**src/design/pin_change_map.svh**
```systemverilog
// Behaviour
// - port B upper pins falling-edge enables
// - port B flag set on enabled edge
// - flag holds until software clears it
// - flags software writable, hardware set, reset zero
// - port B lower four bits read zero
// - port C eight rising-edge enables
// - port C eight falling-edge enables
// - any flag set raises shared change flag
// - port B and C7/C6 only on large variant
`ifndef PIN_CHANGE_MAP_SVH
`define PIN_CHANGE_MAP_SVH

`define PORT_WIDTH 8
`define ADDR_WIDTH 4

`define OFF_PORTB_RISE_ENABLE 4'h0
`define OFF_PORTB_FALL_ENABLE 4'h1
`define OFF_PORTB_CHANGE_FLAG 4'h2
`define OFF_PORTC_RISE_ENABLE 4'h3
`define OFF_PORTC_FALL_ENABLE 4'h4
`define OFF_PORTC_CHANGE_FLAG 4'h5
`define OFF_IRQ_STATUS 4'h6
`define OFF_IRQ_MASK 4'h7

`define RESET_BYTE 8'h00
`define PORTB_IMPL_MASK 8'hF0
`define PORTC_IMPL_MASK_LARGE 8'hFF
`define PORTC_IMPL_MASK_SMALL 8'h3F

`define STS_SHARED_BIT 0
`define STS_PORTB_BIT 1
`define STS_PORTC_BIT 2
`define STS_WIDTH 3
`define STS_IMPL_MASK 3'h7

`define SYNC_PRIME_CYCLES 2'h3

`endif

```
**src/design/pin_change_pkg.sv**
```systemverilog
`include "pin_change_map.svh"

package pin_change_pkg;
    typedef logic [`PORT_WIDTH-1:0] port_t;
    typedef logic [`ADDR_WIDTH-1:0] addr_t;
    typedef logic [`STS_WIDTH-1:0] status_t;
endpackage

```
**src/design/flag_bank.sv**
```systemverilog
`timescale 1ns/1ps
`default_nettype none
`include "pin_change_map.svh"

module flag_bank (
    // clock and reset
    input wire logic clock,
    input wire logic rstn,
    // software write
    input wire logic wr_en,
    input wire logic wr_one_clears,
    input wire pin_change_pkg::port_t wr_data,
    // hardware set and implemented bits
    input wire pin_change_pkg::port_t set,
    input wire pin_change_pkg::port_t impl_mask,
    // flags
    output pin_change_pkg::port_t flags
);
    import pin_change_pkg::*;

    genvar i;
    generate
        for (i = 0; i < `PORT_WIDTH; i++) begin : g_bit
            logic kept;
            always_comb begin
                if (!wr_en) begin
                    kept = flags[i];
                end else if (wr_one_clears) begin
                    kept = flags[i] & ~wr_data[i];
                end else begin
                    kept = wr_data[i];
                end
            end
            // set wins over a clearing write
            always_ff @(posedge clock or negedge rstn) begin
                if (!rstn) begin
                    flags[i] <= 1'b0;
                end else begin
                    flags[i] <= (kept | set[i]) & impl_mask[i];
                end
            end
        end
    endgenerate
endmodule

`default_nettype wire

```
**src/design/pin_change_edge_detect.sv**
```systemverilog
// The address-and-strobe port and the register offsets were chosen for this implementation.
`timescale 1ns/1ps
`default_nettype none
`include "pin_change_map.svh"

module pin_change_edge_detect #(
    parameter bit LARGE_VARIANT = 1'b1
) (
    // clock and reset
    input wire logic clock,
    input wire logic rstn,
    // register port
    input wire pin_change_pkg::addr_t addr,
    input wire pin_change_pkg::port_t wdata,
    input wire logic wr,
    input wire logic rd,
    output pin_change_pkg::port_t rdata,
    // pins
    input wire pin_change_pkg::port_t portb_pin,
    input wire pin_change_pkg::port_t portc_pin,
    // interrupt
    output logic shared_change_irq_flag,
    output logic irq
);
    import pin_change_pkg::*;

    function automatic logic hit(input addr_t a, input addr_t off);
        return a == off;
    endfunction

    // small variant drops port B and C7/C6
    localparam port_t PORTB_MASK = LARGE_VARIANT ? `PORTB_IMPL_MASK : `RESET_BYTE;
    localparam port_t PORTC_MASK = LARGE_VARIANT ? `PORTC_IMPL_MASK_LARGE
                                                 : `PORTC_IMPL_MASK_SMALL;

    port_t portb_rise_enable_reg;
    port_t portb_fall_enable_reg;
    port_t portc_rise_enable_reg;
    port_t portc_fall_enable_reg;
    port_t portb_change_flag;
    port_t portc_change_flag;
    status_t status_reg;
    status_t status_next;
    status_t mask_reg;
    status_t mask_next;
    port_t rdata_reg;
    port_t rdata_next;
    logic irq_reg;
    port_t b_rise;
    port_t b_fall;
    port_t c_rise;
    port_t c_fall;
    port_t b_set;
    port_t c_set;
    port_t b_rise_set;
    port_t b_fall_set;
    port_t c_rise_set;
    port_t c_fall_set;

    pin_edge_sense u_sense_b (
        .clock(clock),
        .rstn(rstn),
        .pins(portb_pin),
        .impl_mask(PORTB_MASK),
        .rise(b_rise),
        .fall(b_fall)
    );

    pin_edge_sense u_sense_c (
        .clock(clock),
        .rstn(rstn),
        .pins(portc_pin),
        .impl_mask(PORTC_MASK),
        .rise(c_rise),
        .fall(c_fall)
    );

    assign b_rise_set = b_rise & portb_rise_enable_reg;
    // falling edge gated by its enable
    assign b_fall_set = b_fall & portb_fall_enable_reg;
    assign c_rise_set = c_rise & portc_rise_enable_reg;
    assign c_fall_set = c_fall & portc_fall_enable_reg;
    assign b_set = b_rise_set | b_fall_set;
    assign c_set = c_rise_set | c_fall_set;

    // enable registers, unimplemented bits never stored
    always_ff @(posedge clock or negedge rstn) begin
        if (!rstn) begin
            portb_rise_enable_reg <= `RESET_BYTE;
            portb_fall_enable_reg <= `RESET_BYTE;
            portc_rise_enable_reg <= `RESET_BYTE;
            portc_fall_enable_reg <= `RESET_BYTE;
        end else if (wr) begin
            if (hit(addr, `OFF_PORTB_RISE_ENABLE)) begin
                portb_rise_enable_reg <= wdata & PORTB_MASK;
            end
            if (hit(addr, `OFF_PORTB_FALL_ENABLE)) begin
                portb_fall_enable_reg <= wdata & PORTB_MASK;
            end
            if (hit(addr, `OFF_PORTC_RISE_ENABLE)) begin
                portc_rise_enable_reg <= wdata & PORTC_MASK;
            end
            if (hit(addr, `OFF_PORTC_FALL_ENABLE)) begin
                portc_fall_enable_reg <= wdata & PORTC_MASK;
            end
        end
    end

    // change flags written as values, set by hardware
    flag_bank u_flags_b (
        .clock(clock),
        .rstn(rstn),
        .wr_en(wr && hit(addr, `OFF_PORTB_CHANGE_FLAG)),
        .wr_one_clears(1'b0),
        .wr_data(wdata),
        .set(b_set),
        .impl_mask(PORTB_MASK),
        .flags(portb_change_flag)
    );

    flag_bank u_flags_c (
        .clock(clock),
        .rstn(rstn),
        .wr_en(wr && hit(addr, `OFF_PORTC_CHANGE_FLAG)),
        .wr_one_clears(1'b0),
        .wr_data(wdata),
        .set(c_set),
        .impl_mask(PORTC_MASK),
        .flags(portc_change_flag)
    );

    // shared flag raised by any enabled edge; status is write-one-to-clear, set wins
    always_comb begin
        status_next = status_reg;
        if (wr && hit(addr, `OFF_IRQ_STATUS)) begin
            status_next = status_reg & ~wdata[`STS_WIDTH-1:0];
        end
        status_next[`STS_SHARED_BIT] = status_next[`STS_SHARED_BIT] | (|b_set) | (|c_set);
        status_next[`STS_PORTB_BIT] = status_next[`STS_PORTB_BIT] | (|b_set);
        status_next[`STS_PORTC_BIT] = status_next[`STS_PORTC_BIT] | (|c_set);
    end

    always_ff @(posedge clock or negedge rstn) begin
        if (!rstn) begin
            status_reg <= '0;
        end else begin
            status_reg <= status_next;
        end
    end

    // mask decoded once so the mask and irq move on the same edge
    always_comb begin
        mask_next = mask_reg;
        if (wr && hit(addr, `OFF_IRQ_MASK)) begin
            mask_next = wdata[`STS_WIDTH-1:0] & `STS_IMPL_MASK;
        end
    end

    always_ff @(posedge clock or negedge rstn) begin
        if (!rstn) begin
            mask_reg <= '0;
        end else begin
            mask_reg <= mask_next;
        end
    end

    // registered from next state so irq tracks status in the same cycle
    always_ff @(posedge clock or negedge rstn) begin
        if (!rstn) begin
            irq_reg <= 1'b0;
        end else begin
            irq_reg <= |(status_next & mask_next);
        end
    end

    // read mux, unimplemented bits come from masked storage as zero
    always_comb begin
        case (addr)
            `OFF_PORTB_RISE_ENABLE: rdata_next = portb_rise_enable_reg;
            `OFF_PORTB_FALL_ENABLE: rdata_next = portb_fall_enable_reg;
            `OFF_PORTB_CHANGE_FLAG: rdata_next = portb_change_flag;
            `OFF_PORTC_RISE_ENABLE: rdata_next = portc_rise_enable_reg;
            `OFF_PORTC_FALL_ENABLE: rdata_next = portc_fall_enable_reg;
            `OFF_PORTC_CHANGE_FLAG: rdata_next = portc_change_flag;
            `OFF_IRQ_STATUS: rdata_next = {5'h0, status_reg};
            `OFF_IRQ_MASK: rdata_next = {5'h0, mask_reg};
            default: rdata_next = `RESET_BYTE;
        endcase
    end

    // data valid only in the cycle after the read strobe
    always_ff @(posedge clock or negedge rstn) begin
        if (!rstn) begin
            rdata_reg <= `RESET_BYTE;
        end else if (rd) begin
            rdata_reg <= rdata_next;
        end else begin
            rdata_reg <= `RESET_BYTE;
        end
    end

    assign rdata = rdata_reg;
    assign irq = irq_reg;
    assign shared_change_irq_flag = status_reg[`STS_SHARED_BIT];

    a_portb_fall_flag: assert property (@(posedge clock) disable iff (!rstn)
        |b_fall_set |=> ((portb_change_flag & $past(b_fall_set)) == $past(b_fall_set)))
        else $error("port B falling edge did not set its flag");

    a_portb_rise_flag: assert property (@(posedge clock) disable iff (!rstn)
        |b_rise_set |=> ((portb_change_flag & $past(b_rise_set)) == $past(b_rise_set)))
        else $error("port B rising edge did not set its flag");

    a_flag_holds_set: assert property (@(posedge clock) disable iff (!rstn)
        (portc_change_flag[0] && !(wr && addr == `OFF_PORTC_CHANGE_FLAG))
        |=> portc_change_flag[0])
        else $error("port C flag dropped without a write");

    a_flag_write_clears: assert property (@(posedge clock) disable iff (!rstn)
        (wr && addr == `OFF_PORTC_CHANGE_FLAG && wdata == 8'h00 && c_set == 8'h00)
        |=> portc_change_flag == 8'h00)
        else $error("writing zero did not clear port C flags");

    a_portb_low_zero: assert property (@(posedge clock) disable iff (!rstn)
        (rd && (addr == `OFF_PORTB_FALL_ENABLE || addr == `OFF_PORTB_CHANGE_FLAG))
        ##1 1 |-> rdata[3:0] == 4'h0)
        else $error("port B low nibble read nonzero");

    a_portc_rise_flag: assert property (@(posedge clock) disable iff (!rstn)
        |c_rise_set |=> ((portc_change_flag & $past(c_rise_set)) == $past(c_rise_set)))
        else $error("port C rising edge did not set its flag");

    a_portc_fall_flag: assert property (@(posedge clock) disable iff (!rstn)
        |c_fall_set |=> ((portc_change_flag & $past(c_fall_set)) == $past(c_fall_set)))
        else $error("port C falling edge did not set its flag");

    a_shared_flag_set: assert property (@(posedge clock) disable iff (!rstn)
        (|b_set || |c_set) |=> shared_change_irq_flag ##0 status_reg[`STS_SHARED_BIT])
        else $error("shared change flag not raised");

    a_variant_absent: assert property (@(posedge clock) disable iff (!rstn)
        !LARGE_VARIANT |-> (portb_change_flag == 8'h00 && portc_change_flag[7:6] == 2'h0))
        else $error("absent pins hold a flag");

    a_single_edge_once: assert property (@(posedge clock) disable iff (!rstn)
        c_rise[0] |=> !c_rise[0])
        else $error("one transition gave two edge pulses");

    a_irq_follows_mask: assert property (@(posedge clock) disable iff (!rstn)
        irq == |(status_reg & mask_reg))
        else $error("interrupt output disagrees with masked status");

    a_portb_flag_holds: assert property (@(posedge clock) disable iff (!rstn)
        (|portb_change_flag && !(wr && addr == `OFF_PORTB_CHANGE_FLAG))
        |=> ((portb_change_flag & $past(portb_change_flag)) == $past(portb_change_flag)))
        else $error("port B flag dropped without a write");

    a_flag_write_value: assert property (@(posedge clock) disable iff (!rstn)
        (wr && addr == `OFF_PORTB_CHANGE_FLAG)
        |=> portb_change_flag == (($past(wdata) | $past(b_set)) & PORTB_MASK))
        else $error("port B flag write not stored with set winning");

    a_flag_read_back: assert property (@(posedge clock) disable iff (!rstn)
        (rd && addr == `OFF_PORTC_CHANGE_FLAG) |=> rdata == $past(portc_change_flag))
        else $error("port C flag read returned wrong data");

    a_portb_enable_low: assert property (@(posedge clock) disable iff (!rstn)
        (portb_rise_enable_reg[3:0] == 4'h0 && portb_fall_enable_reg[3:0] == 4'h0))
        else $error("port B enable holds a low bit");

    // a flag may only rise through an enabled edge or a software write
    a_no_stray_flag: assert property (@(posedge clock) disable iff (!rstn)
        !(wr && addr == `OFF_PORTC_CHANGE_FLAG)
        |=> (portc_change_flag & ~$past(portc_change_flag) & ~$past(c_set)) == 8'h00)
        else $error("port C flag set without an enabled edge");

    a_variant_enables: assert property (@(posedge clock) disable iff (!rstn)
        !LARGE_VARIANT |-> (portb_rise_enable_reg == 8'h00 && portb_fall_enable_reg == 8'h00
        && portc_rise_enable_reg[7:6] == 2'h0 && portc_fall_enable_reg[7:6] == 2'h0))
        else $error("absent pins hold an enable");

    a_status_write_clears: assert property (@(posedge clock) disable iff (!rstn)
        (wr && addr == `OFF_IRQ_STATUS && b_set == 8'h00 && c_set == 8'h00)
        |=> (status_reg & $past(wdata[`STS_WIDTH-1:0])) == 3'h0)
        else $error("status write of one did not clear");

    // read data idles at zero so a late sample never sees stale data
    a_rdata_idle_zero: assert property (@(posedge clock) disable iff (!rstn)
        !rd |=> rdata == 8'h00)
        else $error("read data not zero outside a read");

    c_portb_edge: cover property (@(posedge clock) disable iff (!rstn) |b_set);
    c_portc_edge: cover property (@(posedge clock) disable iff (!rstn) |c_set);
    c_set_beats_clear: cover property (@(posedge clock) disable iff (!rstn)
        (wr && addr == `OFF_PORTC_CHANGE_FLAG && |c_set));
    c_irq_raised: cover property (@(posedge clock) disable iff (!rstn) $rose(irq));
    c_flag_read: cover property (@(posedge clock) disable iff (!rstn)
        (rd && addr == `OFF_PORTC_CHANGE_FLAG && |portc_change_flag));
endmodule

`default_nettype wire

```
**src/design/pin_edge_sense.sv**
```systemverilog
`timescale 1ns/1ps
`default_nettype none
`include "pin_change_map.svh"

module pin_edge_sense (
    // clock and reset
    input wire logic clock,
    input wire logic rstn,
    // pins and implemented-bit mask
    input wire pin_change_pkg::port_t pins,
    input wire pin_change_pkg::port_t impl_mask,
    // one-cycle edge pulses
    output pin_change_pkg::port_t rise,
    output pin_change_pkg::port_t fall
);
    import pin_change_pkg::*;

    port_t meta_reg;
    port_t sync_reg;
    port_t prev_reg;
    logic [1:0] prime_reg;
    logic primed;

    always_ff @(posedge clock or negedge rstn) begin
        if (!rstn) begin
            meta_reg <= `RESET_BYTE;
            sync_reg <= `RESET_BYTE;
            prev_reg <= `RESET_BYTE;
        end else begin
            meta_reg <= pins;
            sync_reg <= meta_reg;
            prev_reg <= sync_reg;
        end
    end

    // no edges until the pipeline holds real samples, so a pin high at reset is no rise
    always_ff @(posedge clock or negedge rstn) begin
        if (!rstn) begin
            prime_reg <= 2'h0;
        end else if (prime_reg != `SYNC_PRIME_CYCLES) begin
            prime_reg <= prime_reg + 2'h1;
        end
    end

    assign primed = (prime_reg == `SYNC_PRIME_CYCLES);

    assign rise = primed ? (sync_reg & ~prev_reg & impl_mask) : `RESET_BYTE;
    assign fall = primed ? (~sync_reg & prev_reg & impl_mask) : `RESET_BYTE;
endmodule

`default_nettype wire

```
**config.mk**
```make
export PLATFORM = sky130hd
export DESIGN_NAME = pin_change_edge_detect
export DESIGN_NICKNAME = d
export VERILOG_FILES = /design/src/design/pin_change_pkg.sv /design/src/design/flag_bank.sv /design/src/design/pin_change_edge_detect.sv /design/src/design/pin_edge_sense.sv
export VERILOG_INCLUDE_DIRS = /design/src /design/src/design
export SDC_FILE = /design/constraint.sdc
export NUM_CORES = 1
export LEC_CHECK = 0
export ABC_AREA = 0
export BUFFER_PORTS_ARGS = -buffer_cell sky130_fd_sc_hd__buf_2
export CORE_ASPECT_RATIO = 1.5
export CORE_MARGIN = 3
export CORE_UTILIZATION = 50
export DETAILED_ROUTE_END_ITERATION = 10
export HOLD_SLACK_MARGIN = 0.05
export PLACE_DENSITY = 0.73
export SETUP_SLACK_MARGIN = 0.2
export SLEW_MARGIN = 20
export SYNTH_ARGS = -nofsm -noshare
export SYNTH_HDL_FRONTEND = slang
export SYNTH_SLANG_ARGS = --single-unit
```
**constraint.sdc**
```tcl
create_clock -name clock -period 3.9 [get_ports clock]
set_input_delay 0.195 -clock clock [delete_from_list [all_inputs] [get_ports clock]]
set_output_delay 0.195 -clock clock [all_outputs]
set_load 0.03 [all_outputs]
```
==> flow_summary.ini <==
[global_routing]
grt_max_degree = 66
antenna_found_initial = 0
gr-total-overflow = 0
grt_use_total = 0.187
grt_pass1_wl_um = 12400
grt_pass1_vias = 2520

[pwr]
p_total_w = 0.00200
vdd_drop_max_uv = 264
p_leak_nw = 1.92
power_density_nw_per_um2 = 465

[synth]
ys_ff_latch = 91
synth_top_area_share = 0.608
synth_edf_count = 0
synth_warnings = 0
synth-async-reset-ratio = 1.00
ys.flop_type = dfrtp_1
ys_types = 37
synth_nets = 310
synthTopCellsByCount = dfrtp_1, nand2_1, mux2_2
ys_seq_area_frac = 0.608
synth.avg_cell_area_um2 = 13.6
synth.most_common_cell = dfrtp_1
synthesis.area_um2 = 3740
synth_top_area_cell = dfrtp_1
yosys-top-cells-area = dfrtp_1, mux2_2, mux2i_1, nand4b_1, nand2_1
synthCells = 276

[route]
wl_per_cell_um = 16.8
wl_um = 7240
vias = 2380
wl_met2_um = 3580
topRoutingLayerUsed = met4
antenna_left = 0
drt_first_pass_iters = 4
first_iter_violations = 123
drc_errors = 0
viasPerCell = 5.51
met1_length_um = 3150
met3_length_um = 261

[sta]
period_share = 0.568
grt_setup_unrepaired = no
worst_slew_pin_slew_ns = 0.783
slew_violations = 0
skew_ns = 0.00943
slew_headroom = 0.478
hold_violations = 0
fin_crit_ns = 2.21
setup_ws_ns = 1.69
setup_viol = 0
clock.fmax_mhz = 452
tns_ns = 0

[critical_path]
cp.arrival_ns = 2.45
rrSetupSlack_ns = 1.69
worstPathRequired_ns = 4.14
r2r-end = irq
rr_startpoint = u_sense_c.prime_reg[0]
crit_path_start_kind = flip-flop
reg2reg_depth = 6
cp_max_fo = 18
endpoint_kind = flip-flop
worstSetupPathType = reg2reg

[floorplanning]
die_h_um = 112
boundaryPins = 42
core_um2 = 7270
rows = 38
start_util = 0.515
dieArea_um2 = 8580
dieWidth_um = 76.7

[placement]
io_buffers = 37
gp_routability_congestion = 0.774
preCtsSetupSlack_ns = 1.66
dpl.cell_count = 404
hpwl_um = 4880

[clock_network]
cts_sinks = 91
cts_resized = 0
h-tree-depth = 3
clock-root-buffer = clkbuf_8
postCtsSetupRepairBufs = 0
clkTransAtPathRegs_ns = 0.08
cts_hold_buffers = 13
clockBufferDepth = 2
clock_latency_ns = 0.36
cts_buffers = 9
cts_tree = built

[cells_and_area]
drive_above_1_share = 0.277
n_antenna_cell = 0
stdcell_count = 432
synthToLayoutAreaGrowth_pct = 14.9
nNetsFinal = 362

[worst_hold_path]
holdCritStartpoint = wdata[3]
hold_class = in2reg
hold_depth = 2
hold_path_end = portc_fall_enable_reg[3]

[flow_run]
maxCapViolCount = 0

[outcome]
status = complete, no violations
-- cells by family (layout without fill, tap and decap cells) --
group | count (synthesis) | count (layout) | synth area share
AND/OR/NAND/NOR | 95 | 95 | 0.159
flip-flops | 91 | 91 | 0.608
multiplexers | 51 | 51 | 0.156
XOR/XNOR | 2 | 2 | 0.00468
buffers and inverters | 14 | 70 | 0.0241
adder cells (fa/ha/maj) | 2 | 2 | 0.00668
AO/OA/AOI/OAI | 21 | 21 | 0.0408
-- worst max-delay path by stage --
| stage | start | endpoint | slack (ns) | depth (start not counted) |
|---|---|---|---|---|
| 6_report | u_sense_c.prime_reg[0] | irq | 1.69 | 6 |
| 5_1_grt | u_sense_c.prime_reg[0] | irq | 1.48 | 6 |
| 3_5_place_dp | u_sense_c.prime_reg[0] | irq | 1.66 | 6 |
| 4_1_cts | u_sense_c.prime_reg[0] | irq | 1.66 | 6 |
| 2_1_floorplan | u_sense_c.prime_reg[0] | irq | 2.07 | 8 |
| 3_3_place_gp | u_sense_c.prime_reg[0] | irq | 1.70 | 6 |
-- layout by cell type, fill, tap and decap left out --
| master | instances |
|---|---|
| a2111oi_2 | 1 |
| and3b_4 | 1 |
| a22oi_1 | 1 |
| dfrtp_1 | 91 |
| mux2_2 | 25 |
| nand4b_2 | 3 |
| clkbuf_8 | 12 |
| dlygate4sd3_1 | 13 |
| nor4_4 | 2 |
| clkinv_2 | 2 |
| nand4b_1 | 20 |
| and3_4 | 1 |
| nand3_1 | 16 |
| clkbuf_1 | 1 |
| buf_4 | 3 |
| mux4_2 | 3 |
| a221o_1 | 4 |
| nor2b_1 | 1 |
| a22o_1 | 1 |
| nand2_1 | 26 |
| nor2_1 | 16 |
| a31oi_1 | 4 |
| nor3b_1 | 2 |
| nand4_1 | 1 |
| mux2i_1 | 22 |
| inv_1 | 3 |
| nand3_2 | 1 |
| nand3b_1 | 3 |
| mux2_4 | 1 |
| nand2b_1 | 1 |
| buf_2 | 36 |
| a21boi_1 | 1 |
| a21oi_1 | 1 |
| nand2_2 | 1 |
| o21ai_0 | 7 |
| o22a_1 | 1 |
| ha_1 | 2 |
| xnor2_1 | 2 |
-- final cells by class --
cell class | count | area, µm²
Clock inverter | 2 | 10.0
Multi-Input combinational cell | 171 | 1380
Sequential cell | 91 | 2280
Inverter | 3 | 11.3
Timing Repair Buffer | 52 | 333
Tap cell | 100 | 125
Fill cell | 610 | 2970
Clock buffer | 13 | 169
-- through the flow --
step,area [µm²],utilization,hold WS (ns)
after floorplan,3740,-,-0.101
after global placement,3990,0.549,0.302
after CTS,4300,0.591,0.103
after detailed placement,3990,0.549,0.304
final,4300,0.591,0.113
after global routing,4300,0.591,0.118
-- power by group --
part / leakage [nW] / total (W) / switching (W) / internal (W)
clock: 0.0953 / 0.000581 / 0.000302 / 0.000279
sequential: 1.05 / 0.00112 / 0.0000736 / 0.00105
combinational: 0.778 / 0.000296 / 0.000146 / 0.000150
total: 1.92 / 0.00200 / 0.000522 / 0.00148
-- routing by layer --
| layer | vias up | GRT usage |
|---|---|---|
| met1 | 1192 | 0.231 |
| met2 | 62 | 0.298 |
| met5 | - | 0 |
| met3 | 18 | 0.0388 |
| met4 | 0 | 0.123 |
| li1 | 1108 | - |
-- worst max-delay path: stages (launching register included) --
cell and delay (ns):
dfrtp_1 0.39, ha_1 0.47, nand4b_1 0.23, nand2_1 0.10
a2111oi_2 0.40, nand4_1 0.17, a221o_1 0.34
No activity file was read; power rests on OpenSTA's default activity.
